--- config.mk ---
export PLATFORM = sky130hd
export DESIGN_NAME = gpds_sequencer
export DESIGN_NICKNAME = d
export VERILOG_FILES = /design/src/hdl/gpds_pkg.sv /design/src/hdl/gpds_sequencer.sv
export VERILOG_INCLUDE_DIRS = /design/src /design/src/hdl
export SDC_FILE = /design/constraint.sdc
export NUM_CORES = 1
export LEC_CHECK = 0
export BUFFER_PORTS_ARGS = -buffer_cell sky130_fd_sc_hd__buf_2
export CAP_MARGIN = 20
export CORE_MARGIN = 5
export CORE_UTILIZATION = 40
export DETAILED_ROUTE_END_ITERATION = 8
export PLACE_DENSITY = 0.65
export SLEW_MARGIN = 10
export SYNTH_ARGS = -nofsm -noshare
export SYNTH_HDL_FRONTEND = slang
export SYNTH_SLANG_ARGS = --single-unit
--- constraint.sdc ---
create_clock -name SYS_CLK -period 4.02 [get_ports SYS_CLK]
set_input_delay 0 -clock SYS_CLK [delete_from_list [all_inputs] [get_ports SYS_CLK]]
set_output_delay 0 -clock SYS_CLK [all_outputs]
set_load 0.01 [all_outputs]
--- src/hdl/gpds_consts.svh ---
// Constants for the group power-down sequencer
`ifndef GPDS_CONSTS_SVH
`define GPDS_CONSTS_SVH

`define GPDS_NREG 8
`define GPDS_NGRP 4
`define GPDS_CLK_MHZ 100
// Times in microseconds
`define GPDS_GAP0_US 120
`define GPDS_GAP1_US 250
`define GPDS_GAP2_US 500
`define GPDS_GAP3_US 1000
`define GPDS_LEAD1_US 10
`define GPDS_LEAD2_US 100
`define GPDS_LEAD3_US 500
`define GPDS_HOLD1_US 1500
`define GPDS_HOLD2_US 5000
`define GPDS_HOLD3_US 10000
`define GPDS_US2CYC(us) ((us) * `GPDS_CLK_MHZ)
`define GPDS_CNT_W 20
`define GPDS_SEL_ZERO 2'b00
`define GPDS_SEL_ONE 2'b01
`define GPDS_SEL_TWO 2'b10
`define GPDS_SEL_THREE 2'b11
`define GPDS_GROUP_MODE 1'b1

`endif

--- src/hdl/gpds_pkg.sv ---
// Types for the group power-down sequencer
package gpds_pkg;
    typedef enum logic [5:0] {
        GPDS_IDLE = 6'b00_0001,
        GPDS_PICK = 6'b00_0010,
        GPDS_LEAD = 6'b00_0100,
        GPDS_GAP = 6'b00_1000,
        GPDS_HOLD = 6'b01_0000,
        GPDS_DONE = 6'b10_0000
    } gpds_state_t;
endpackage : gpds_pkg

--- src/hdl/gpds_sequencer.sv ---
// Group power-down sequencer with per-regulator fault handling
`timescale 1ns/1ns
`default_nettype none
`include "gpds_consts.svh"

module gpds_sequencer
    import gpds_pkg::*;
(
    // Clock and reset
    input wire logic SYS_CLK,
    input wire logic RSTN,
    // Sequence control
    input wire logic SHUTDOWN_STYLE_SEL,
    input wire logic POWER_DOWN_REQ,
    input wire logic POWER_ON_REQUEST_PIN,
    input wire logic POWER_GOOD_PIN_AS_GPO,
    input wire logic OFF_MODE,
    input wire logic POWER_UP_DONE,
    input wire logic MONITOR_ACTIVE,
    // Functional settings from the host
    input wire logic [15:0] POWER_DOWN_GROUP_SEL,
    input wire logic [1:0] POWER_GOOD_PIN_GROUP_SEL,
    input wire logic [1:0] HOST_RESET_GROUP_SEL,
    input wire logic [7:0] GROUP_GAP_DELAY_SEL,
    input wire logic [1:0] HOST_RESET_LEAD_DELAY_SEL,
    input wire logic SETTINGS_WE,
    // Mirror values used on reload, then the restart hold-off select and its OTP gate
    input wire logic [15:0] MIRROR_GROUP_SEL,
    input wire logic [1:0] MIRROR_POWER_GOOD_PIN_GROUP_SEL,
    input wire logic [1:0] MIRROR_RESET_GROUP_SEL,
    input wire logic [7:0] MIRROR_GAP_SEL,
    input wire logic [1:0] MIRROR_LEAD_SEL,
    input wire logic [1:0] RESTART_HOLDOFF_SEL,
    input wire logic OTP_PROGRAMMED,
    // Faults and fault settings
    input wire logic [7:0] CURRENT_LIMIT_FAULT,
    input wire logic [7:0] OVERVOLTAGE_FAULT,
    input wire logic [7:0] UNDERVOLTAGE_FAULT,
    input wire logic [7:0] CURRENT_LIMIT_KEEP_ON,
    input wire logic [7:0] OVERVOLTAGE_KEEP_ON,
    input wire logic [7:0] UNDERVOLTAGE_KEEP_ON,
    input wire logic [23:0] FAULT_MASK,
    input wire logic FAULT_CFG_WE,
    // Outputs
    output logic [7:0] REG_ENABLE,
    output logic GENERAL_OUTPUT,
    output logic HOST_RESET_OUT,
    output logic INTERRUPT_OUT_N,
    output logic POWER_UP_ALLOWED,
    output logic SEQ_BUSY,
    output logic [2:0] ACTIVE_GROUP
);
    gpds_state_t state, next_state;
    logic [1:0] grp, next_grp;   // 0 = Group 4 ... 3 = Group 1
    logic [`GPDS_CNT_W-1:0] cnt, next_cnt;
    logic [7:0] seq_off, next_seq_off;
    logic gpo_off, next_gpo_off;
    logic rst_on, next_rst_on;
    logic [15:0] grp_sel, next_grp_sel;
    logic [1:0] pg_sel, next_pg_sel;
    logic [1:0] hr_sel, next_hr_sel;
    logic [7:0] gap_sel, next_gap_sel;
    logic [1:0] lead_sel, next_lead_sel;
    logic [1:0] hold_sel, next_hold_sel;
    logic [7:0] kill, next_kill;
    logic [7:0] current_limit_fault_keep, ov_keep, uv_keep;
    logic [7:0] next_current_limit_fault_keep, next_ov_keep, next_uv_keep;
    logic [23:0] mask, next_mask;
    logic irq, next_irq;
    logic [3:0] populated;
    logic [7:0] in_grp;
    logic [1:0] last_grp;
    logic any_pop;
    logic [`GPDS_CNT_W-1:0] gap_cyc, lead_cyc, hold_cyc;

    // Group select code equals hierarchy index from Group 4
    genvar gi;
    generate
        for (gi = 0; gi < `GPDS_NREG; gi = gi + 1) begin : g_reg
            assign in_grp[gi] = (grp_sel[2*gi +: 2] == grp);
        end
    endgenerate

    // Group membership, with the host reset pin and the power-good pin used as a GPO counted as members
    always_comb begin
        populated = '0;
        for (int r = 0; r < `GPDS_NREG; r++) begin
            populated[grp_sel[2*r +: 2]] = 1'b1;
        end
        if (POWER_GOOD_PIN_AS_GPO) begin
            populated[pg_sel] = 1'b1;
        end
        // Host reset counts even with no rails in its group
        populated[hr_sel] = 1'b1;
        any_pop = |populated;
        last_grp = `GPDS_SEL_ZERO;
        for (int g = 0; g < `GPDS_NGRP; g++) begin
            if (populated[g]) begin
                last_grp = 2'(g);
            end
        end
    end

    // Delay lookups
    always_comb begin
        case (gap_sel[2*grp +: 2])
            `GPDS_SEL_ZERO: gap_cyc = `GPDS_CNT_W'(`GPDS_US2CYC(`GPDS_GAP0_US));
            `GPDS_SEL_ONE: gap_cyc = `GPDS_CNT_W'(`GPDS_US2CYC(`GPDS_GAP1_US));
            `GPDS_SEL_TWO: gap_cyc = `GPDS_CNT_W'(`GPDS_US2CYC(`GPDS_GAP2_US));
            default: gap_cyc = `GPDS_CNT_W'(`GPDS_US2CYC(`GPDS_GAP3_US));
        endcase
        case (lead_sel)
            `GPDS_SEL_ZERO: lead_cyc = '0;
            `GPDS_SEL_ONE: lead_cyc = `GPDS_CNT_W'(`GPDS_US2CYC(`GPDS_LEAD1_US));
            `GPDS_SEL_TWO: lead_cyc = `GPDS_CNT_W'(`GPDS_US2CYC(`GPDS_LEAD2_US));
            default: lead_cyc = `GPDS_CNT_W'(`GPDS_US2CYC(`GPDS_LEAD3_US));
        endcase
        case (hold_sel)
            `GPDS_SEL_ZERO: hold_cyc = '0;
            `GPDS_SEL_ONE: hold_cyc = `GPDS_CNT_W'(`GPDS_US2CYC(`GPDS_HOLD1_US));
            `GPDS_SEL_TWO: hold_cyc = `GPDS_CNT_W'(`GPDS_US2CYC(`GPDS_HOLD2_US));
            default: hold_cyc = `GPDS_CNT_W'(`GPDS_US2CYC(`GPDS_HOLD3_US));
        endcase
    end

    // Sequencer
    always_comb begin
        next_state = state;
        next_grp = grp;
        next_cnt = cnt;
        next_seq_off = seq_off;
        next_gpo_off = gpo_off;
        next_rst_on = rst_on;
        case (state)
            GPDS_IDLE: begin
                if (POWER_DOWN_REQ && SHUTDOWN_STYLE_SEL == `GPDS_GROUP_MODE) begin
                    next_grp = `GPDS_SEL_ZERO;
                    next_state = any_pop ? GPDS_PICK : GPDS_HOLD;
                    // Preloaded for a set with no members at all
                    next_cnt = hold_cyc;
                end
            end
            GPDS_PICK: begin
                if (!populated[grp]) begin
                    next_grp = grp + 2'd1;
                end else if (hr_sel == grp && !rst_on && lead_cyc != '0) begin
                    next_rst_on = 1'b1;
                    next_cnt = lead_cyc;
                    next_state = GPDS_LEAD;
                end else begin
                    // Lead path returns here with host reset already high
                    next_seq_off = seq_off | in_grp;
                    if (hr_sel == grp) begin
                        next_rst_on = 1'b1;
                    end
                    if (POWER_GOOD_PIN_AS_GPO && pg_sel == grp) begin
                        next_gpo_off = 1'b1;
                    end
                    if (grp == last_grp) begin
                        next_cnt = hold_cyc;
                        next_state = GPDS_HOLD;
                    end else begin
                        next_cnt = gap_cyc;
                        next_state = GPDS_GAP;
                    end
                end
            end
            GPDS_LEAD: begin
                // Counter reaches one on the last cycle of the wait
                next_cnt = cnt - `GPDS_CNT_W'(1);
                if (cnt <= `GPDS_CNT_W'(1)) begin
                    next_state = GPDS_PICK;
                end
            end
            GPDS_GAP: begin
                next_cnt = cnt - `GPDS_CNT_W'(1);
                if (cnt <= `GPDS_CNT_W'(1)) begin
                    next_grp = grp + 2'd1;
                    next_state = GPDS_PICK;
                end
            end
            GPDS_HOLD: begin
                // Zero hold-off still spends one cycle here
                next_cnt = (cnt == '0) ? cnt : cnt - `GPDS_CNT_W'(1);
                if (cnt <= `GPDS_CNT_W'(1)) begin
                    next_state = GPDS_DONE;
                end
            end
            GPDS_DONE: begin
                // Only off mode rearms; power-on stays masked until then
                if (OFF_MODE) begin
                    next_seq_off = '0;
                    next_gpo_off = 1'b0;
                    next_rst_on = 1'b0;
                    next_state = GPDS_IDLE;
                end
            end
            default: next_state = GPDS_IDLE;
        endcase
    end

    // Settings: host writes, reload from mirrors on off mode
    always_comb begin
        next_grp_sel = grp_sel;
        next_pg_sel = pg_sel;
        next_hr_sel = hr_sel;
        next_gap_sel = gap_sel;
        next_lead_sel = lead_sel;
        next_hold_sel = OTP_PROGRAMMED ? RESTART_HOLDOFF_SEL : `GPDS_SEL_ZERO;
        // Off mode wins over a host write in the same cycle
        if (OFF_MODE) begin
            next_grp_sel = MIRROR_GROUP_SEL;
            next_pg_sel = MIRROR_POWER_GOOD_PIN_GROUP_SEL;
            next_hr_sel = MIRROR_RESET_GROUP_SEL;
            next_gap_sel = MIRROR_GAP_SEL;
            next_lead_sel = MIRROR_LEAD_SEL;
        end else if (SETTINGS_WE) begin
            next_grp_sel = POWER_DOWN_GROUP_SEL;
            next_pg_sel = POWER_GOOD_PIN_GROUP_SEL;
            next_hr_sel = HOST_RESET_GROUP_SEL;
            next_gap_sel = GROUP_GAP_DELAY_SEL;
            next_lead_sel = HOST_RESET_LEAD_DELAY_SEL;
        end
    end

    // Fault handling
    always_comb begin
        next_current_limit_fault_keep = current_limit_fault_keep;
        next_ov_keep = ov_keep;
        next_uv_keep = uv_keep;
        next_mask = mask;
        next_kill = kill;
        next_irq = 1'b0;
        if (POWER_UP_DONE || OFF_MODE) begin
            next_current_limit_fault_keep = '0;
            next_ov_keep = '0;
            next_uv_keep = '0;
            next_mask = '0;
            next_kill = '0;
        end else if (FAULT_CFG_WE) begin
            next_current_limit_fault_keep = CURRENT_LIMIT_KEEP_ON;
            next_ov_keep = OVERVOLTAGE_KEEP_ON;
            next_uv_keep = UNDERVOLTAGE_KEEP_ON;
            next_mask = FAULT_MASK;
        end
        // A fault in the clearing cycle still sets its latch
        if (MONITOR_ACTIVE) begin
            next_kill = next_kill | (CURRENT_LIMIT_FAULT & ~current_limit_fault_keep)
                | (OVERVOLTAGE_FAULT & ~ov_keep)
                | (UNDERVOLTAGE_FAULT & ~uv_keep);
            next_irq = |({UNDERVOLTAGE_FAULT, OVERVOLTAGE_FAULT, CURRENT_LIMIT_FAULT}
                & ~mask);
        end
    end

    // Sequencer registers
    always_ff @(posedge SYS_CLK or negedge RSTN) begin
        if (!RSTN) begin
            state <= GPDS_IDLE;
            grp <= `GPDS_SEL_ZERO;
            cnt <= '0;
            seq_off <= '0;
            gpo_off <= 1'b0;
            rst_on <= 1'b0;
        end else begin
            state <= next_state;
            grp <= next_grp;
            cnt <= next_cnt;
            seq_off <= next_seq_off;
            gpo_off <= next_gpo_off;
            rst_on <= next_rst_on;
        end
    end

    // Settings; power-good select resets to Group 1
    always_ff @(posedge SYS_CLK or negedge RSTN) begin
        if (!RSTN) begin
            grp_sel <= '0;
            pg_sel <= `GPDS_SEL_THREE;
            hr_sel <= `GPDS_SEL_ZERO;
            gap_sel <= '0;
            lead_sel <= `GPDS_SEL_ZERO;
            hold_sel <= `GPDS_SEL_ZERO;
        end else begin
            grp_sel <= next_grp_sel;
            pg_sel <= next_pg_sel;
            hr_sel <= next_hr_sel;
            gap_sel <= next_gap_sel;
            lead_sel <= next_lead_sel;
            hold_sel <= next_hold_sel;
        end
    end

    // Fault latches hold a rail off until power-up ends or off mode
    always_ff @(posedge SYS_CLK or negedge RSTN) begin
        if (!RSTN) begin
            kill <= '0;
            current_limit_fault_keep <= '0;
            ov_keep <= '0;
            uv_keep <= '0;
            mask <= '0;
            irq <= 1'b0;
        end else begin
            kill <= next_kill;
            current_limit_fault_keep <= next_current_limit_fault_keep;
            ov_keep <= next_ov_keep;
            uv_keep <= next_uv_keep;
            mask <= next_mask;
            irq <= next_irq;
        end
    end

    // Outputs; power-on is masked for the whole sequence
    // Enable low while sequenced off or killed by a fault
    assign REG_ENABLE = ~(seq_off | kill);
    assign GENERAL_OUTPUT = POWER_GOOD_PIN_AS_GPO & ~gpo_off;
    assign HOST_RESET_OUT = rst_on;
    assign INTERRUPT_OUT_N = ~irq;
    assign POWER_UP_ALLOWED = POWER_ON_REQUEST_PIN & (state == GPDS_IDLE);
    assign SEQ_BUSY = (state != GPDS_IDLE) && (state != GPDS_DONE);
    assign ACTIVE_GROUP = 3'(`GPDS_NGRP) - {1'b0, grp};
endmodule : gpds_sequencer
`default_nettype wire

-- Word-level counts from Yosys, hierarchy flattened
Cells that the tools add are included.
- bits in registers: 127
- output and inout port bits: 16
- add/sub/neg operators: 3
- magnitude comparators: 22
- eq/ne operators: 36
- shift-type cells: 1
- muxes and demuxes: 83
- bitwise operators: 27
- reductions and logical operators: 36
- operator list (operator ; number):
    8-bit 2-to-1 mux ; 13
    20-bit 2-to-1 mux ; 5
    20-bit case mux with 4 select lines ; 1
    20-bit case mux with 3 select lines ; 1
    17-bit case mux with 3 select lines ; 1
    24-bit 2-to-1 mux ; 2
    16-bit case mux with 3 select lines ; 1
    8-bit OR ; 5
    4-bit OR ; 9
    2-bit by 3-bit less-than comparator with 1-bit output (second input constant) ; 11
    16-bit 2-to-1 mux ; 2
    8-bit inverter ; 4
    6-bit 2-to-1 mux ; 5
    6-bit case mux with 5 select lines ; 1
    24-bit bitwise AND ; 1
    8-bit bitwise AND ; 3
    2-bit 2-to-1 mux ; 12
    24-bit inverter ; 1
    24-bit OR reduction ; 1
    2-bit == test ; 11
    1-bit demux with 2-bit select ; 10
    2-bit by 1-bit >= comparator with 1-bit output (second input constant) ; 10
    20-bit by 1-bit <= comparator with 1-bit output (second input constant) ; 1
    20-bit zero test ; 1
    other kinds (38) ; 96

-- Longest topological paths before layout
- depth after elaboration: 22
- gate-level depth with buffers: 11
- gate-level depth less buffers: 8

-- Least setup slack after synthesis
No wires, ideal clock.
- path type: reg2reg
- start: reg pg_sel[0]
- end: reg cnt[11]
- library setup time: 0.129 ns
- arrival: 2.436 ns
- required time: 3.891 ns
- slack: 1.455 ns
- cell stages (with the launch flop): 9
- period minus slack after synthesis: 2.565 ns
- cells stage by stage: dfstp_2 and3b_1 a221o_1 nor3_4 nor4b_2 nor3_1 mux2_2 a221oi_1 o21ai_0
- word-level cells in the longest chain between the ends: 15
- elaborated cells between the ends (all ways): 20
- those cells by class: order compare (2); eq/ne (2); mux (12); bitwise (2); reduce/logical (2)
- ends and longest elaborated chain (element ; line ; RTL):
    start: declaration ; gpds_sequencer.sv:60 ; logic [1:0] pg_sel, next_pg_sel;
    start signal: assignment ; gpds_sequencer.sv:279 ; pg_sel <= `GPDS_SEL_THREE;
    start signal: assignment ; gpds_sequencer.sv:286 ; pg_sel <= next_pg_sel;
    2-bit by 3-bit less-than comparator with 1-bit output (implied by the code) / 2-bit by 1-bit >= comparator with 1-bit output (equally long branches) ; gpds_sequencer.sv:91 ; populated[pg_sel] = 1'b1;
    1-bit logical AND (implied by the code) ; gpds_sequencer.sv:91 ;
    1-bit 2-to-1 mux (implied by the code) ; gpds_sequencer.sv:91 ;
    1-bit demux with 2-bit select * ; gpds_sequencer.sv:91 ;
    4-bit OR (no source line) * ; - ;
    4-bit 2-to-1 mux * ; gpds_sequencer.sv:90 ; if (POWER_GOOD_PIN_AS_GPO) begin
    4-bit OR (no source line) * ; - ;
    1-bit 2-to-1 mux ; gpds_sequencer.sv:98 ; if (populated[g]) begin
    2-bit 2-to-1 mux (2 in a row) ; gpds_sequencer.sv:98 ;
    2-bit == test ; gpds_sequencer.sv:159 ; if (grp == last_grp) begin
    20-bit 2-to-1 mux ; gpds_sequencer.sv:159 ;
    20-bit 2-to-1 mux ; gpds_sequencer.sv:146 ; end else if (hr_sel == grp && !rst_on && lead_cyc != '0) begin
    20-bit 2-to-1 mux ; gpds_sequencer.sv:144 ; if (!populated[grp]) begin
    20-bit case mux with 4 select lines ; gpds_sequencer.sv:134 ; case (state)
    end signal: assignment ; gpds_sequencer.sv:268 ; cnt <= next_cnt;
    end: declaration ; gpds_sequencer.sv:55 ; logic [`GPDS_CNT_W-1:0] cnt, next_cnt;
Mark *: on every way between the ends. The rest lies on a longest branch, timed or not. The select of a mux whose other input is x is not followed.
A chain may end at the register's enable or synchronous reset.

-- Final worst setup path
- start: reg grp[1]
- end: reg cnt[15]
- word-level cells in the longest chain between the ends: 7
- elaborated cells between the ends (all ways): 17
- those cells by class: eq/ne (5); shift (1); mux (7); reduce/logical (4)
- ends and longest elaborated chain (element ; line ; RTL):
    start: declaration ; gpds_sequencer.sv:54 ; logic [1:0] grp, next_grp;
    start signal: assignment ; gpds_sequencer.sv:260 ; grp <= `GPDS_SEL_ZERO;
    start signal: assignment ; gpds_sequencer.sv:267 ; grp <= next_grp;
    8-bit by 4-bit variable part select with 2-bit output ; gpds_sequencer.sv:106 ; case (gap_sel[2*grp +: 2])
    2-bit == test (tied with other cells) ; gpds_sequencer.sv:106 ;
    17-bit case mux with 3 select lines ; gpds_sequencer.sv:106 ;
    20-bit 2-to-1 mux ; gpds_sequencer.sv:159 ;
    20-bit 2-to-1 mux ; gpds_sequencer.sv:146 ;
    20-bit 2-to-1 mux ; gpds_sequencer.sv:144 ;
    20-bit case mux with 4 select lines ; gpds_sequencer.sv:134 ;
Several ways; a longest one is shown, not always the timed one. The select of a mux whose other input is x is not followed.

==> impl_metrics.tcl <==
set metrics [dict create \
    slowest_stage "dfrtp_1" \
    seq_area_frac_synth_pct 44.3 \
    numCtsBuffers 17 \
    crit_chain "inv_1 -> o41ai_1 -> o31ai_2 -> a21oi_2 -> or3_1 -> a2111oi_0 -> a21oi_1" \
    synth.area.top_cells "dfrtp_1 43%, mux2i_1 11%, nor2_1 5.3%" \
    num_antenna_cells 0 \
    hpwl_um 14900 \
    power.density_nw_per_um2 521 \
    hp-class "input port to flop" \
    routed_wl_um 21700 \
    fp-row-count 49 \
    dpl-instance-area_um2 8180 \
    r2r_slack_ns 0.94 \
    clock_path_buffers 2 \
    finalCriticalPeriod_ns 3.08 \
    relSlewSlack_pct 34.6 \
    drc 0 \
    area_growth_pct 38.8 \
    tritoncts "yes" \
    fin_skew_ns 0.0115 \
    worstPathArrival_ns 3.42 \
    die-height_um 144 \
    postRouteAntennaNets 0 \
    post-route-util_pct 55.8 \
    die_x_um 144 \
    gp_congestion 0.884 \
    grt_pass1_vias 6953 \
    max_stage_delay_ns 0.88 \
    nNetsFinal 1189 \
    cp.depth 7 \
    cts_setup_buffers 0 \
    synth.most_common_cell "dfrtp_1" \
    synth_area_um2 7170 \
    status "finished clean" \
    fin_tns_setup_ns 0 \
    hold_viol 0 \
    fin_crit_sh_pct 76.6 \
    synthDistinctLibCells 76 \
    r2r-end "cnt[15]" \
    synth_top_area_cell "dfrtp_1" \
    syn_nets 921 \
    grt_pass1_wl_um 35900 \
    ios 162 \
    wire_per_inst_um 17.1 \
    grt_max_degree 75 \
    antenna_found_initial 1 \
    setup_slack_ns 0.941 \
    initial_core_util_pct 40.2 \
    vdd_drop_max_v 0.000310 \
    avgSynthCellArea_um2 9.42 \
    drv_cap 0 \
    fp.coreArea_um2 17800 \
    end_kind "flop" \
    syn_inst 762 \
    gr-total-overflow 0 \
    ys_ff_latch 127 \
    critical_path_required_ns 4.36 \
    worstSkewPairLatency_ns 0.42 \
    async_reset_ff_share_pct 100 \
    io_buffers 161 \
    vias_per_cell 5.30 \
    synth_ff_type "dfrtp_1" \
    clk_pin_slew_ns 0.06 \
    layout-drive-gt1-share_pct 21.3 \
    reg2reg_depth 7 \
    drtIter0Drc 467 \
    finalSetupViolCount 0 \
    setup.worst_path.class "flop to flop" \
    tightest_slew_ns 0.982 \
    max_freq_mhz 325 \
    die_area_um2 20700 \
    root_buffer "clkbuf_16" \
    crit_fanout 19 \
    synth_top_area_share_pct 43.3 \
    yosys_warnings 0 \
    crit_family "compound AO/OA/AOI/OAI gates" \
    p_leak_nw 4.78 \
    drtPass1Iterations 5 \
    htreeDepth 4 \
    min_path_cells 4 \
    final_max_slew_viol_count 0 \
    place_ws_ns 1.01 \
    fin_area_um2 9960 \
    synth_edf_count 0 \
    rr_startpoint "grp[1]" \
    worstHoldEndpoint "kill[5]" \
    hp-start "CURRENT_LIMIT_FAULT[5]" \
    num_vias 6742 \
    startpoint_type "flop" \
    cp_num_buf_inv 1 \
    rsz0062_at_grt "no" \
    cts.sinks 127 \
    synth_common_cells "124 x dfrtp_1, 102 x nor2_1, 81 x mux2i_1" \
    grt_usage_pct 21.9 \
]
==> report_power, final <==
part	leakage, nW	switching [mW]	internal (mW)	total, mW
clock	0.289	0.637	0.934	1.57
combinational	2.88	1.07	0.824	1.89
sequential	1.61	0.240	1.49	1.73
==> timing repair <==
| item | CTS | global route |
|---|---|---|
| resized for setup | 0 | 0 |
| endpoints found under the hold margin | 160 | 0 |
| hold buffers | 118 | 0 |
==> final cells by class <==
type                       count  area (µm²)
clock inverter                15         174
clock buffer                  17         425
sequential                   127        3180
inverter                      42         158
multi-input combinational    554        3670
fill                        1528        7880
timing repair buffer         288        2060
tap                          229         287
==> logic make-up after synthesis <==
group,share of synthesized area [%]
and+or+nand+nor,16.5
buffers and inverters,4.43
adders and majority gates,2.27
xor gates and xnor gates,3.30
AOI/OAI and AO/OA,17.1
muxes,12.1
DFF,44.3
==> per-stage QoR <==
step / hold slack [ns] / instances / power [mW]
floorplan: -0.296 / 762 / 2.96
global placement: 0.210 / 1122 / 3.51
detailed placement: 0.212 / 1122 / 3.51
CTS: 0.00107 / 1272 / 5.20
global route: 0.0221 / 1272 / 5.55
finish: 0.0152 / 1272 / 5.19
==> state kept, by name, indices dropped and copies added (netlist names) <==
name	cells
mask	24
cnt	20
grp_sel	16
current_limit_fault_keep	8
gap_sel	8
kill	8
ov_keep	8
seq_off	8
uv_keep	8
state	6
grp	2
hold_sel	2
hr_sel	2
lead_sel	2
pg_sel	2
HOST_RESET_OUT	1
gpo_off	1
irq	1
==> tightest hold or removal path, cell delays in order <==
cell      delay [ns]
buf_2           0.08
inv_1           0.05
o21bai_1        0.15
a22o_1          0.11
==> layer usage <==
layer  share of wire, %  up-vias  track usage [%]
met5              0.060        -                0
met4                2.0        2             6.64
met3                5.7       36             5.86
met2                 48      209             35.4
met1                 44     3221             28.8
li1                   -     3274                -
==> worst max-delay path by stage <==
stage	from	endpoint	slack [ns]
3_5_place_dp	grp[1]	cnt[15]	1.01
3_3_place_gp	grp[1]	cnt[15]	1.10
2_1_floorplan	pg_sel[0]	cnt[11]	1.46
4_1_cts	grp[1]	cnt[15]	0.96
6_report	grp[1]	cnt[15]	0.94
5_1_grt	grp[1]	cnt[15]	0.67
==> placed cells by master (no fill, tap or decap), types with 15 or more instances in the layout <==
master,synthesis,final
nand2_1,58,58
nor2_1,102,102
a21oi_1,17,17
dlygate4sd3_1,0,118
inv_1,41,41
xnor2_1,22,22
clkbuf_16,0,17
dfrtp_1,124,124
nor3_1,15,15
mux2i_1,81,81
o21ai_0,55,55
buf_2,5,160
o22ai_1,23,23
Note: power is estimated with default switching activity, not from simulation.
